## src/core/wu_pkg.sv

```systemverilog
// ==========================================================
// watch unit shared constants
// ==========================================================
package wu_pkg;
	// register offsets (byte addresses)
	localparam logic [7:0] WU_OFS_TIMER_CONTROL = 8'h60;
	localparam logic [7:0] WU_OFS_WRAP_MODE = 8'h64;
	localparam logic [7:0] WU_OFS_EVENT_CLEAR = 8'h6C;
	localparam logic [7:0] WU_OFS_EVENT_STATUS = 8'h70;
	localparam logic [7:0] WU_OFS_IRQ_ENABLE_SET = 8'h74;
	localparam logic [7:0] WU_OFS_IRQ_ENABLE_CLEAR = 8'h78;
	localparam logic [7:0] WU_OFS_IRQ_MASK_VIEW = 8'h7C;
	localparam logic [7:0] WU_OFS_SECONDS_COUNT = 8'h80;
	localparam logic [7:0] WU_OFS_ALARM_COMPARE = 8'h84;

	// timer_control command bits
	localparam int WU_BIT_SOFT_RESET_CMD = 0;
	localparam int WU_BIT_COUNTER_ON_CMD = 1;
	localparam int WU_BIT_COUNTER_OFF_CMD = 2;
	localparam int WU_BIT_ALARM_ENA_CMD = 3;
	localparam int WU_BIT_ALARM_DISARM_CMD = 4;

	// wrap_mode field
	localparam int WU_BIT_WRAP_SELECT = 0;

	// event flag positions (status, clear and mask share them)
	localparam int WU_EV_ALARM = 0;
	localparam int WU_EV_COUNTER_ON = 1;
	localparam int WU_EV_COUNTER_OFF = 2;
	localparam int WU_EV_ALARM_ON = 3;
	localparam int WU_EV_ALARM_OFF = 4;
	localparam int WU_EVENT_COUNT = 5;

	// live status positions
	localparam int WU_BIT_COUNT_WRITE_IN_PROGRESS = 5;
	localparam int WU_BIT_COUNTER_RUNNING_LEVEL = 8;
	localparam int WU_BIT_ALARM_ARMED_LEVEL = 9;

	// count limits
	localparam logic [31:0] WU_DAY_LAST = 32'hA8BFFFFF;
	localparam logic [31:0] WU_DAY_LIMIT = 32'hA8C00000;
	localparam logic [31:0] WU_COUNT_ZERO = 32'h00000000;

	// reset values
	localparam logic [31:0] WU_RST_SECONDS = 32'h00000000;
	localparam logic [31:0] WU_RST_ALARM = 32'h00000000;
	localparam logic WU_RST_WRAP = 1'b0;
	localparam logic [WU_EVENT_COUNT-1:0] WU_RST_MASK = 5'h00;
	localparam logic [31:0] WU_READ_ZERO = 32'h00000000;

	// nominal slow clock period, ns (tick comes from the pin)
	localparam real WU_SLOW_PERIOD_NS = 30518.0;
endpackage : wu_pkg

```

## src/core/wu_slow_edge.sv

```systemverilog
`timescale 1ns/1ps
`default_nettype none
// ==========================================================
// slow clock rising edge detector
// ==========================================================
module wu_slow_edge (
	input wire logic clk_sys,
	input wire logic rst_b,
	input wire logic slowClock,
	output logic slowTick
);
	// previous sample of the slow clock level
	logic slowPrev_r;

	// remember last level each system cycle
	always_ff @(posedge clk_sys or negedge rst_b) begin
		if (!rst_b) begin
			slowPrev_r <= 1'b0;
		end else begin
			slowPrev_r <= slowClock;
		end
	end

	// one system cycle pulse per slow period
	assign slowTick = slowClock & ~slowPrev_r;
endmodule : wu_slow_edge
`default_nettype wire

```

## src/core/wu_sticky_flag.sv

```systemverilog
`timescale 1ns/1ps
`default_nettype none
// ==========================================================
// sticky event flag, set beats clear
// ==========================================================
module wu_sticky_flag (
	input wire logic clk_sys,
	input wire logic rst_b,
	input wire logic soft_reset_cmd,
	input wire logic setPulse,
	input wire logic clrPulse,
	output logic flag
);
	// flag storage
	logic flag_r;

	// soft reset first, then set over clear
	always_ff @(posedge clk_sys or negedge rst_b) begin
		if (!rst_b) begin
			flag_r <= 1'b0;
		end else if (soft_reset_cmd) begin
			flag_r <= 1'b0;
		end else if (setPulse) begin
			flag_r <= 1'b1;
		end else if (clrPulse) begin
			flag_r <= 1'b0;
		end
	end

	assign flag = flag_r;
endmodule : wu_sticky_flag
`default_nettype wire

```

## src/core/wu_watch_timer.sv

```systemverilog
`timescale 1ns/1ps
`default_nettype none
// ==========================================================
// watch unit: seconds counter with alarm
// ==========================================================
// Overview of operation
// (RULE1) soft reset bit restores all registers
// (RULE2) software waits slow clock settle after reset
// (RULE3) counter on/off commands; off wins
// (RULE4) alarm on/off commands; off wins
// (RULE5) wrap after day limit or full range
// (RULE6) write ones clear event flags 0..4
// (RULE7) alarm flag sticky until cleared
// (RULE8) flags 1..4 when command takes effect
// (RULE9) status bit 5 shows pending count write
// (RULE10) status bits 8,9 live enable levels
// (RULE11) mask bit gates each event onto irq
// (RULE12) seconds register counts, always readable
// (RULE13) count write only while counter stopped
// (RULE14) day mode drops out-of-range count write
// (RULE15) alarm write only while alarm disabled
// (RULE16) day mode drops out-of-range alarm write
// (RULE17) enabled alarm fires on count match
// (RULE18) counter advances once per slow period
// (RULE19) software waits for switch event
// (RULE20) alarm raised at end of matching period
// (RULE21) live count offered as frame time stamp
// (RULE22) enable-set and enable-clear shape mask
// (RULE23) slow-side events moved into bus domain
module wu_watch_timer
	import wu_pkg::*;
(
	input wire logic clk_sys,
	input wire logic rst_b,
	input wire logic slowClock,
	input wire logic [7:0] regAddr,
	input wire logic [31:0] regWrData,
	input wire logic regWrEn,
	input wire logic regRdEn,
	output logic [31:0] regRdData,
	output logic irqOut,
	output logic [31:0] stampCount
);

	// ==========================================================
	// slow tick
	// ==========================================================
	// one-cycle pulse at each rising slow clock edge
	logic slowTick;
	wu_slow_edge u_slow_edge (
		.clk_sys(clk_sys),
		.rst_b(rst_b),
		.slowClock(slowClock),
		.slowTick(slowTick)
	);

	// ==========================================================
	// write decode
	// ==========================================================
	// per-register write strobes
	logic wrControl;
	logic wrMode;
	logic wrClear;
	logic wrMaskSet;
	logic wrMaskClr;
	logic wrSeconds;
	logic wrAlarm;
	// soft reset strobe
	logic soft_reset_cmd;
	// address decode of the write strobe
	always_comb begin
		wrControl = regWrEn && (regAddr == WU_OFS_TIMER_CONTROL);
		wrMode = regWrEn && (regAddr == WU_OFS_WRAP_MODE);
		wrClear = regWrEn && (regAddr == WU_OFS_EVENT_CLEAR);
		wrMaskSet = regWrEn && (regAddr == WU_OFS_IRQ_ENABLE_SET);
		wrMaskClr = regWrEn && (regAddr == WU_OFS_IRQ_ENABLE_CLEAR);
		wrSeconds = regWrEn && (regAddr == WU_OFS_SECONDS_COUNT);
		wrAlarm = regWrEn && (regAddr == WU_OFS_ALARM_COMPARE);
	end
	// zero in the bit is no effect
	assign soft_reset_cmd = wrControl && regWrData[WU_BIT_SOFT_RESET_CMD]; // RULE1

	// ==========================================================
	// mode register
	// ==========================================================
	// wrap select: 0 day mode, 1 full range
	logic wrapSelect_r;
	// plain read/write mode bit
	always_ff @(posedge clk_sys or negedge rst_b) begin
		if (!rst_b) begin
			wrapSelect_r <= WU_RST_WRAP;
		end else if (soft_reset_cmd) begin
			wrapSelect_r <= WU_RST_WRAP; // RULE1
		end else if (wrMode) begin
			wrapSelect_r <= regWrData[WU_BIT_WRAP_SELECT];
		end
	end
	// day mode flag
	logic dayMode;
	assign dayMode = ~wrapSelect_r;

	// ==========================================================
	// enable commands, applied on the slow tick
	// ==========================================================
	// counter command waiting for the slow side
	logic cntCmdPend_r;
	// level the counter takes when the command lands
	logic cntCmdTarget_r;
	// alarm command waiting for the slow side
	logic almCmdPend_r;
	// level the alarm takes when the command lands
	logic almCmdTarget_r;
	// live levels
	logic counterRunningLevel_r;
	logic alarmArmedLevel_r;
	// capture counter command; disable beats enable
	always_ff @(posedge clk_sys or negedge rst_b) begin
		if (!rst_b) begin
			cntCmdPend_r <= 1'b0;
			cntCmdTarget_r <= 1'b0;
		end else if (soft_reset_cmd) begin
			cntCmdPend_r <= 1'b0;
			cntCmdTarget_r <= 1'b0;
		end else if (wrControl && regWrData[WU_BIT_COUNTER_OFF_CMD]) begin
			cntCmdPend_r <= 1'b1; // RULE3
			cntCmdTarget_r <= 1'b0; // RULE3
		end else if (wrControl && regWrData[WU_BIT_COUNTER_ON_CMD]) begin
			cntCmdPend_r <= 1'b1; // RULE3
			cntCmdTarget_r <= 1'b1; // RULE3
		end else if (slowTick) begin
			// command consumed by the slow side
			cntCmdPend_r <= 1'b0;
		end
	end
	// capture alarm command; disable beats enable
	always_ff @(posedge clk_sys or negedge rst_b) begin
		if (!rst_b) begin
			almCmdPend_r <= 1'b0;
			almCmdTarget_r <= 1'b0;
		end else if (soft_reset_cmd) begin
			almCmdPend_r <= 1'b0;
			almCmdTarget_r <= 1'b0;
		end else if (wrControl && regWrData[WU_BIT_ALARM_DISARM_CMD]) begin
			almCmdPend_r <= 1'b1; // RULE4
			almCmdTarget_r <= 1'b0; // RULE4
		end else if (wrControl && regWrData[WU_BIT_ALARM_ENA_CMD]) begin
			almCmdPend_r <= 1'b1; // RULE4
			almCmdTarget_r <= 1'b1; // RULE4
		end else if (slowTick) begin
			// command consumed by the slow side
			almCmdPend_r <= 1'b0;
		end
	end
	// commands that land on this tick
	logic cntCmdLand;
	logic almCmdLand;
	assign cntCmdLand = slowTick && cntCmdPend_r;
	assign almCmdLand = slowTick && almCmdPend_r;
	// live enable levels change only on a tick or a soft reset
	always_ff @(posedge clk_sys or negedge rst_b) begin
		if (!rst_b) begin
			counterRunningLevel_r <= 1'b0;
			alarmArmedLevel_r <= 1'b0;
		end else if (soft_reset_cmd) begin
			counterRunningLevel_r <= 1'b0;
			alarmArmedLevel_r <= 1'b0;
		end else begin
			if (cntCmdLand) begin
				counterRunningLevel_r <= cntCmdTarget_r; // RULE3
			end
			if (almCmdLand) begin
				alarmArmedLevel_r <= almCmdTarget_r; // RULE4
			end
		end
	end

	// ==========================================================
	// seconds count
	// ==========================================================
	// live seconds count
	logic [31:0] secondsCount_r;
	logic [31:0] secondsCount_nxt;
	// accepted value waiting to be loaded on a tick
	logic [31:0] countLoad_r;
	logic countWriteInProgress_r;
	// range check for day mode
	logic secondsWrOk;
	logic alarmWrOk;
	// refuse while running or out of day range
	assign secondsWrOk = wrSeconds && !counterRunningLevel_r // RULE13
		&& !(dayMode && (regWrData >= WU_DAY_LIMIT)); // RULE14
	// refuse while alarm enabled or out of day range
	assign alarmWrOk = wrAlarm && !alarmArmedLevel_r // RULE15
		&& !(dayMode && (regWrData >= WU_DAY_LIMIT)); // RULE16
	// hold an accepted count until the next tick
	always_ff @(posedge clk_sys or negedge rst_b) begin
		if (!rst_b) begin
			countLoad_r <= WU_RST_SECONDS;
			countWriteInProgress_r <= 1'b0;
		end else if (soft_reset_cmd) begin
			countLoad_r <= WU_RST_SECONDS;
			countWriteInProgress_r <= 1'b0;
		end else if (secondsWrOk) begin
			countLoad_r <= regWrData;
			countWriteInProgress_r <= 1'b1; // RULE9
		end else if (slowTick) begin
			countWriteInProgress_r <= 1'b0; // RULE9
		end
	end
	// next count: load, advance with wrap, or hold
	always_comb begin
		secondsCount_nxt = secondsCount_r;
		if (slowTick) begin
			if (countWriteInProgress_r) begin
				// pending write lands at the slow edge
				secondsCount_nxt = countLoad_r;
			end else if (counterRunningLevel_r) begin
				if (dayMode && (secondsCount_r >= WU_DAY_LAST)) begin
					secondsCount_nxt = WU_COUNT_ZERO; // RULE5
				end else begin
					// full range wraps naturally
					secondsCount_nxt = secondsCount_r + 32'h00000001; // RULE18
				end
			end
		end
	end
	// count register
	always_ff @(posedge clk_sys or negedge rst_b) begin
		if (!rst_b) begin
			secondsCount_r <= WU_RST_SECONDS;
		end else if (soft_reset_cmd) begin
			secondsCount_r <= WU_RST_SECONDS; // RULE1
		end else begin
			secondsCount_r <= secondsCount_nxt; // RULE12
		end
	end
	// time stamp for frame controllers
	assign stampCount = secondsCount_r; // RULE21

	// ==========================================================
	// alarm compare
	// ==========================================================
	// compare value
	logic [31:0] alarmValue_r;
	// match seen as the period ends
	logic alarmHit;
	// compare register write
	always_ff @(posedge clk_sys or negedge rst_b) begin
		if (!rst_b) begin
			alarmValue_r <= WU_RST_ALARM;
		end else if (soft_reset_cmd) begin
			alarmValue_r <= WU_RST_ALARM; // RULE1
		end else if (alarmWrOk) begin
			alarmValue_r <= regWrData; // RULE15
		end
	end
	// period with equal value is ending at this tick
	assign alarmHit = slowTick && alarmArmedLevel_r // RULE17
		&& (secondsCount_r == alarmValue_r); // RULE20

	// ==========================================================
	// event flags
	// ==========================================================
	// set and clear pulses per event
	logic [WU_EVENT_COUNT-1:0] evSet;
	logic [WU_EVENT_COUNT-1:0] evClr;
	logic [WU_EVENT_COUNT-1:0] evFlag;
	// slow-side events arrive as system-cycle pulses
	always_comb begin
		evSet = '0;
		evSet[WU_EV_ALARM] = alarmHit; // RULE7
		evSet[WU_EV_COUNTER_ON] = cntCmdLand && cntCmdTarget_r; // RULE8
		evSet[WU_EV_COUNTER_OFF] = cntCmdLand && !cntCmdTarget_r; // RULE8
		evSet[WU_EV_ALARM_ON] = almCmdLand && almCmdTarget_r; // RULE8
		evSet[WU_EV_ALARM_OFF] = almCmdLand && !almCmdTarget_r; // RULE8
	end
	// ones in the clear word clear matching flags
	assign evClr = wrClear ? regWrData[WU_EVENT_COUNT-1:0] // RULE6
		: '0;
	// one sticky flag per event source
	genvar gi;
	generate
		for (gi = 0; gi < WU_EVENT_COUNT; gi++) begin : g_flag
			wu_sticky_flag u_flag (
				.clk_sys(clk_sys),
				.rst_b(rst_b),
				.soft_reset_cmd(soft_reset_cmd),
				.setPulse(evSet[gi]),
				.clrPulse(evClr[gi]),
				.flag(evFlag[gi])
			); // RULE23
		end
	endgenerate
	// ==========================================================
	// interrupt mask
	// ==========================================================
	// mask bits, one per event
	logic [WU_EVENT_COUNT-1:0] irqMask_r;
	// ones set via enable-set, clear via enable-clear
	always_ff @(posedge clk_sys or negedge rst_b) begin
		if (!rst_b) begin
			irqMask_r <= WU_RST_MASK;
		end else if (soft_reset_cmd) begin
			irqMask_r <= WU_RST_MASK; // RULE1
		end else if (wrMaskSet) begin
			irqMask_r <= irqMask_r | regWrData[WU_EVENT_COUNT-1:0]; // RULE22
		end else if (wrMaskClr) begin
			irqMask_r <= irqMask_r & ~regWrData[WU_EVENT_COUNT-1:0]; // RULE22
		end
	end
	// masked-off sources never reach the output
	assign irqOut = |(evFlag & irqMask_r); // RULE11
	// ==========================================================
	// read path
	// ==========================================================
	// assembled status word
	logic [31:0] statusWord;
	// read data, valid the cycle after the strobe
	logic [31:0] regRdData_r;
	logic [31:0] regRdData_nxt;
	// status layout: flags, busy, live levels
	always_comb begin
		statusWord = WU_READ_ZERO;
		statusWord[WU_EVENT_COUNT-1:0] = evFlag;
		statusWord[WU_BIT_COUNT_WRITE_IN_PROGRESS] =
			countWriteInProgress_r; // RULE9
		statusWord[WU_BIT_COUNTER_RUNNING_LEVEL] =
			counterRunningLevel_r; // RULE10
		statusWord[WU_BIT_ALARM_ARMED_LEVEL] =
			alarmArmedLevel_r; // RULE10
	end
	// write-only and unmapped offsets read zero
	always_comb begin
		regRdData_nxt = WU_READ_ZERO;
		if (regRdEn) begin
			case (regAddr)
				WU_OFS_WRAP_MODE: begin
					regRdData_nxt[WU_BIT_WRAP_SELECT] = wrapSelect_r;
				end
				WU_OFS_EVENT_STATUS: begin
					regRdData_nxt = statusWord;
				end
				WU_OFS_IRQ_MASK_VIEW: begin
					regRdData_nxt[WU_EVENT_COUNT-1:0] = irqMask_r; // RULE11
				end
				WU_OFS_SECONDS_COUNT: begin
					regRdData_nxt = secondsCount_r; // RULE12
				end
				WU_OFS_ALARM_COMPARE: begin
					regRdData_nxt = alarmValue_r;
				end
				default: begin
					regRdData_nxt = WU_READ_ZERO;
				end
			endcase
		end
	end
	// read data register, zero outside the answer cycle
	always_ff @(posedge clk_sys or negedge rst_b) begin
		if (!rst_b) begin
			regRdData_r <= WU_READ_ZERO;
		end else begin
			regRdData_r <= regRdData_nxt;
		end
	end
	assign regRdData = regRdData_r;
endmodule : wu_watch_timer
`default_nettype wire

```

## config.mk

```make
export PLATFORM = sky130hd
export DESIGN_NAME = wu_watch_timer
export DESIGN_NICKNAME = d
export VERILOG_FILES = /design/src/core/wu_pkg.sv /design/src/core/wu_slow_edge.sv /design/src/core/wu_sticky_flag.sv /design/src/core/wu_watch_timer.sv
export SDC_FILE = /design/constraint.sdc
export NUM_CORES = 1
export LEC_CHECK = 0
export BUFFER_PORTS_ARGS = -buffer_cell sky130_fd_sc_hd__clkbuf_2
export CORE_ASPECT_RATIO = 0.5
export CORE_MARGIN = 10
export CORE_UTILIZATION = 35
export DETAILED_ROUTE_END_ITERATION = 10
export GPL_ROUTABILITY_DRIVEN = 0
export MAX_ROUTING_LAYER = met4
export PLACE_DENSITY = 0.62
export SLEW_MARGIN = 10
export SYNTH_ARGS = -nofsm -noshare
export SYNTH_HDL_FRONTEND = slang
export SYNTH_SLANG_ARGS = --single-unit
export TNS_END_PERCENT = 1
```

## constraint.sdc

```tcl
create_clock -name clk_sys -period 2.5 [get_ports clk_sys]
set_input_delay 0.125 -clock clk_sys [delete_from_list [all_inputs] [get_ports clk_sys]]
set_output_delay 0.125 -clock clk_sys [all_outputs]
set_load 0.05 [all_outputs]
```

==> Word level (Yosys, flattened, before mapping) <==
Index checks and enable logic that the tools add are counted.
{ "op_classes": {"n_bitwise": 7, "reduce_logical": 51, "n_lt_le_gt_ge": 2, "addsub": 1, "n_eq_ne": 10, "muxes": 53} }
{ "ops": {"columns": ["op", "count"], "rows": [
  ["2-to-1 mux 32 bit", 10],
  ["one-hot mux 27 bit (3 select lines)", 1],
  [">= comparator 32 bit (second input constant)", 2],
  ["== test 8 x 7 -> 1 bit (second input constant)", 7],
  ["2-to-1 mux 1 bit", 36],
  ["adder 32 x 1 -> 32 bit (second input constant)", 1],
  ["== test 32 bit", 1],
  ["nonzero test 3 bit", 10],
  ["logical AND 1 bit", 26],
  ["2-to-1 mux 5 bit", 4],
  ["== test 8 bit (second input constant)", 2],
  ["one-hot mux 4 bit (4 select lines)", 1],
  ["nonzero test 2 bit", 6],
  ["bitwise AND 5 bit", 2],
  ["nonzero test 4 bit", 2],
  ["zero test 1 bit", 5],
  ["inverter 5 bit", 1],
  ["OR 5 bit", 1],
  ["one-hot mux 1 bit (5 select lines)", 1],
  ["OR reduction 5 bit", 1],
  ["inverter 1 bit", 2],
  ["AND reduction 2 bit", 1],
  ["bitwise AND 1 bit", 1]
]} }
{ "totals": {"register_bits": 147, "elab_cells": 143, "in_bits": 45, "out_inout_bits": 65} }

==> Depth between registers and ports, before layout <==
{ "logic_depth": {"ltp_word": 7, "depth_mapped": 9, "mapped_depth_nobuf": 7} }

==> Cells and area by module <==
From an unflattened synthesis, not the netlist that was laid out.
{ "hier_totals": {"cells_unflattened": 737, "area_unflattened_um2": 7424.6} }
{ "modules_own_cells": {"columns": ["mod", "n_inst", "cells_per_inst", "seq_area_each_um2", "area_per_inst_um2"], "rows": [
  ["wu_watch_timer", 1, 715, 3528.4, 7166.9],
  ["wu_sticky_flag", 5, 4, 25.0, 43.8],
  ["wu_slow_edge", 1, 2, 25.0, 38.8]
]} }

==> Least setup slack after synthesis <==
OpenSTA, ideal clock, no wires.
{ "synth_timing": {"path_type": "flip-flop to flip-flop", "from": "register secondsCount_r[28] (netlist: stampCount[28])", "to": "register secondsCount_r[8] (netlist: stampCount[8])", "slack_ps": -64, "t_arrival_ps": 2478, "setup_ps": 87, "path_buffers": 2, "stages_incl_launch_ff": 9, "synth_period_minus_slack_ps": 2564, "required_time_ps": 2413, "path_cell_list": "dfrtp_1 buf_2 or4_1 or3_1 a21o_1 nor4_4 buf_4 nand4_1 o211ai_1"} }
{ "synth_between": {"elab_chain_cells": 7} }
{ "synth_lines": {"columns": ["item", "line_no", "source"], "rows": [
  ["from (decl)", "wu_watch_timer.sv:181", "logic [31:0] secondsCount_r;"],
  ["from (signal assigned)", "wu_watch_timer.sv:234", "secondsCount_r <= secondsCount_nxt;"],
  [">= comparator 32 bit", "wu_watch_timer.sv:218", "if (dayMode && (secondsCount_r >= WU_DAY_LAST)) begin"],
  ["logical AND 1 bit", "wu_watch_timer.sv:218", null],
  ["2-to-1 mux 32 bit", "wu_watch_timer.sv:218", null],
  ["2-to-1 mux 32 bit", "wu_watch_timer.sv:217", "end else if (counterRunningLevel_r) begin"],
  ["2-to-1 mux 32 bit", "wu_watch_timer.sv:214", "if (countWriteInProgress_r) begin"],
  ["2-to-1 mux 32 bit", "wu_watch_timer.sv:213", "if (slowTick) begin"],
  ["2-to-1 mux 32 bit", "wu_watch_timer.sv:231", "end else if (soft_reset_cmd) begin"]
]} }
Every way passes these cells. The select of a mux whose other input is x is not followed.
A chain may end at the register's enable or synchronous reset.

==> Worst setup path in the final report <==
{ "layout_timing": {"from": "register secondsCount_r[28] (netlist: stampCount[28])", "to": "register secondsCount_r[6] (netlist: stampCount[6])"} }
The elaborated chain is that of the path after synthesis.

==> metrics <==
gr ovfl total=0; Clock Sinks=147; clock buffer depth=2; crit end category=flip-flop; worst-margin pin slew=0.702 ns; CTS root buf=clkbuf_16; Starting Density=35.9%; Synth cell types=58; HP Class=input port to flip-flop; full die area=27900 um^2; Final Skew=0.00881 ns; post-synth top area cell=dfrtp_1; vias in the first global route=6307; ratio of cells with drive above 1 in the final layout=22.6%; Setup-failing EPs final=0; final net count=951; Crit Path Max Fanout=33; routed wire length=23500 um; CP arrival=2.75 ns; std cell rows=37; pin count of the biggest net entering global routing=70; sequential share of the synthesized area=49.4%; FFs w/ async S/R, synth=100%; vias=6367; ant diodes=0; CTS tree=yes; syn nets=801; Crit Path Category=flip-flop to flip-flop; failing checks=negative hold slack; Critical Path RT=2.87 ns; CTS Buf Count=17; Final min period=2.38 ns; initial antenna violation count=0; Global Route Usage Sum=17.4%; Cell Area, Synth=7450 um^2; Worst R2R Setup Slack=0.12 ns; MaxCap Viol Count=0; routed vias/inst=5.35; worst vdd ir=455 uV; FF+latch count, synth=147; Leakage=4.25 nW; max-slew violations=0; Area Overhead vs Synth=25.9%; Cell Pwr Density=587 nW/um^2; FMAX=420 MHz; CP startpoint kind=flip-flop; EDFF count, synth=0; Avg Cell Area, Syn=9.86 um^2; die width=226 um; final antenna-violating net count=0; Synth warnings=0; Hold Vio Cnt, Final=1; Final Util=45.2%; Slew HR=53.2%; detailed router's first-iteration violation count=619; Post-Synthesis Cells=755; # port buffers=109; Clock Latency Late Sink=0.43 ns; Ports=110; dpl hpwl=16800 um; status=finished with violations; setup TNS=0 ns; RSZ-0062 raised after global routing=no; per-cell routed wire length=19.7 um; Clock transition at path regs=0.06 ns; hold slack=-0.00389 ns; H-tree depth=4; area share of the largest cell type after synthesis=49.4%; post-layout total power=0.00550 W; global-route wire length before repair=36700 um; DRC=0; core area=20700 um^2; 1st-pass router iterations=6; Chip Height=123 um; Final Cycle Share=95.2%; synth top area cells=dfrtp_1 49%, mux2i_1 12%, nor2_1 5.9%; ys flop type=dfrtp_1
critical path, cell delays in order, from the launching register on:
cell and delay [ns]:
dfrtp_2 0.39, or4_1 0.56, or3_1 0.37, a21o_1 0.22, nor4_4 0.21, buf_12 0.23
a21boi_0 0.20, a221o_1 0.13
cells by family after synthesis:
group	synth area share [%]
flip-flops	49.4
AND/OR/NAND/NOR	18.6
multiplexers	12.2
XOR/XNOR	4.12
adder cells (fa/ha/maj)	0.168
AO/OA/AOI/OAI	11.7
buffers and inverters	3.85
state kept, by name, indices dropped and copies added (netlist names):
register                count
alarmArmedLevel_r           1
alarmValue_r               32
almCmdPend_r                1
almCmdTarget_r              1
cntCmdPend_r                1
cntCmdTarget_r              1
countLoad_r                32
countWriteInProgress_r      1
counterRunningLevel_r       1
g_flag.u_flag.flag          5
irqMask_r                   5
regRdData                  32
stampCount                 32
u_slow_edge.slowPrev_r      1
wrapSelect_r                1
final cells by class:
| class | instances | area, um^2 |
|---|---|---|
| fillers | 1984 | 11400 |
| flip-flops and latches | 147 | 3680 |
| multi-input cells | 543 | 3490 |
| repair buffers | 183 | 1240 |
| clock buffers | 20 | 467 |
| well taps | 273 | 342 |
| clock inverters | 11 | 104 |
| inverters | 13 | 48.8 |
where the power goes:
group | leakage (nW) | internal [W] | switching, W
clock network | 0.278 | 0.00145 | 0.00105
registers | 2.01 | 0.00245 | 0.0000714
logic | 1.96 | 0.000181 | 0.000308
total | 4.25 | 0.00407 | 0.00143
cells in the final DEF (no fill, tap or decap), types with 17 or more instances in the layout:
master         count
a21oi_1           26
a22oi_1           23
buf_4             42
clkbuf_16         17
clkbuf_2         108
dfrtp_1          144
dlygate4sd3_1     27
mux2i_1           86
nand2_1           56
nand3_1           25
nor2_1           118
nor3_1            20
o21ai_0           21
xnor2_1           29
cells in the mapped netlist, types with 20 or more instances:
library cell  number
nand2_1           56
nor2_1           118
o21ai_0           21
dfrtp_1          147
clkbuf_1          33
a21oi_1           26
nand3_1           25
mux2i_1           86
xnor2_1           29
a22oi_1           23
nor3_1            20
worst paths after layout:
check / from / to / cells past startpoint
setup / recovery: stampCount[28]$_DFFE_PN0P_ / stampCount[6]$_DFFE_PN0P_ / 7
setup reg to reg: stampCount[28]$_DFFE_PN0P_ / stampCount[6]$_DFFE_PN0P_ / 7
hold / removal: regWrData[18] / alarmValue_r[18]$_DFFE_PN0P_ / 3
max in group asynchronous: rst_b / countLoad_r[28]$_DFFE_PN0P_ / 3
hold reg to reg: countLoad_r[2]$_DFFE_PN0P_ / stampCount[2]$_DFFE_PN0P_ / 2
min in group asynchronous: rst_b / countLoad_r[5]$_DFFE_PN0P_ / 2
routing by layer:
metal | track usage [%] | share of wire (%) | vias to the layer above
met4 | 5.75 | 1.8 | 0
met2 | 26.7 | 46 | 187
met1 | 23.3 | 48 | 3180
met5 | - | 0 | -
li1 | - | - | 2971
met3 | 2.60 | 4.3 | 29
per-stage QoR:
| stage | area, um^2 | instances | setup slack (ns) |
|---|---|---|---|
| after floorplan | 7450 | 755 | 0.0254 |
| after global placement | 8530 | 1132 | 0.204 |
| after global routing | 9370 | 1190 | 0.00248 |
| after detailed placement | 8530 | 1132 | 0.127 |
| final | 9370 | 1190 | 0.119 |
| after CTS | 9370 | 1190 | 0.0733 |
what timing repair did:
item                                    in CTS  in global routing
buffers inserted                             0                  0
hold buffers                                27                  0
endpoints found under the hold margin      113                  0
endpoints found under the setup margin       0                  3
resized for setup                            0                  4
(Power assumes the default switching activity.)
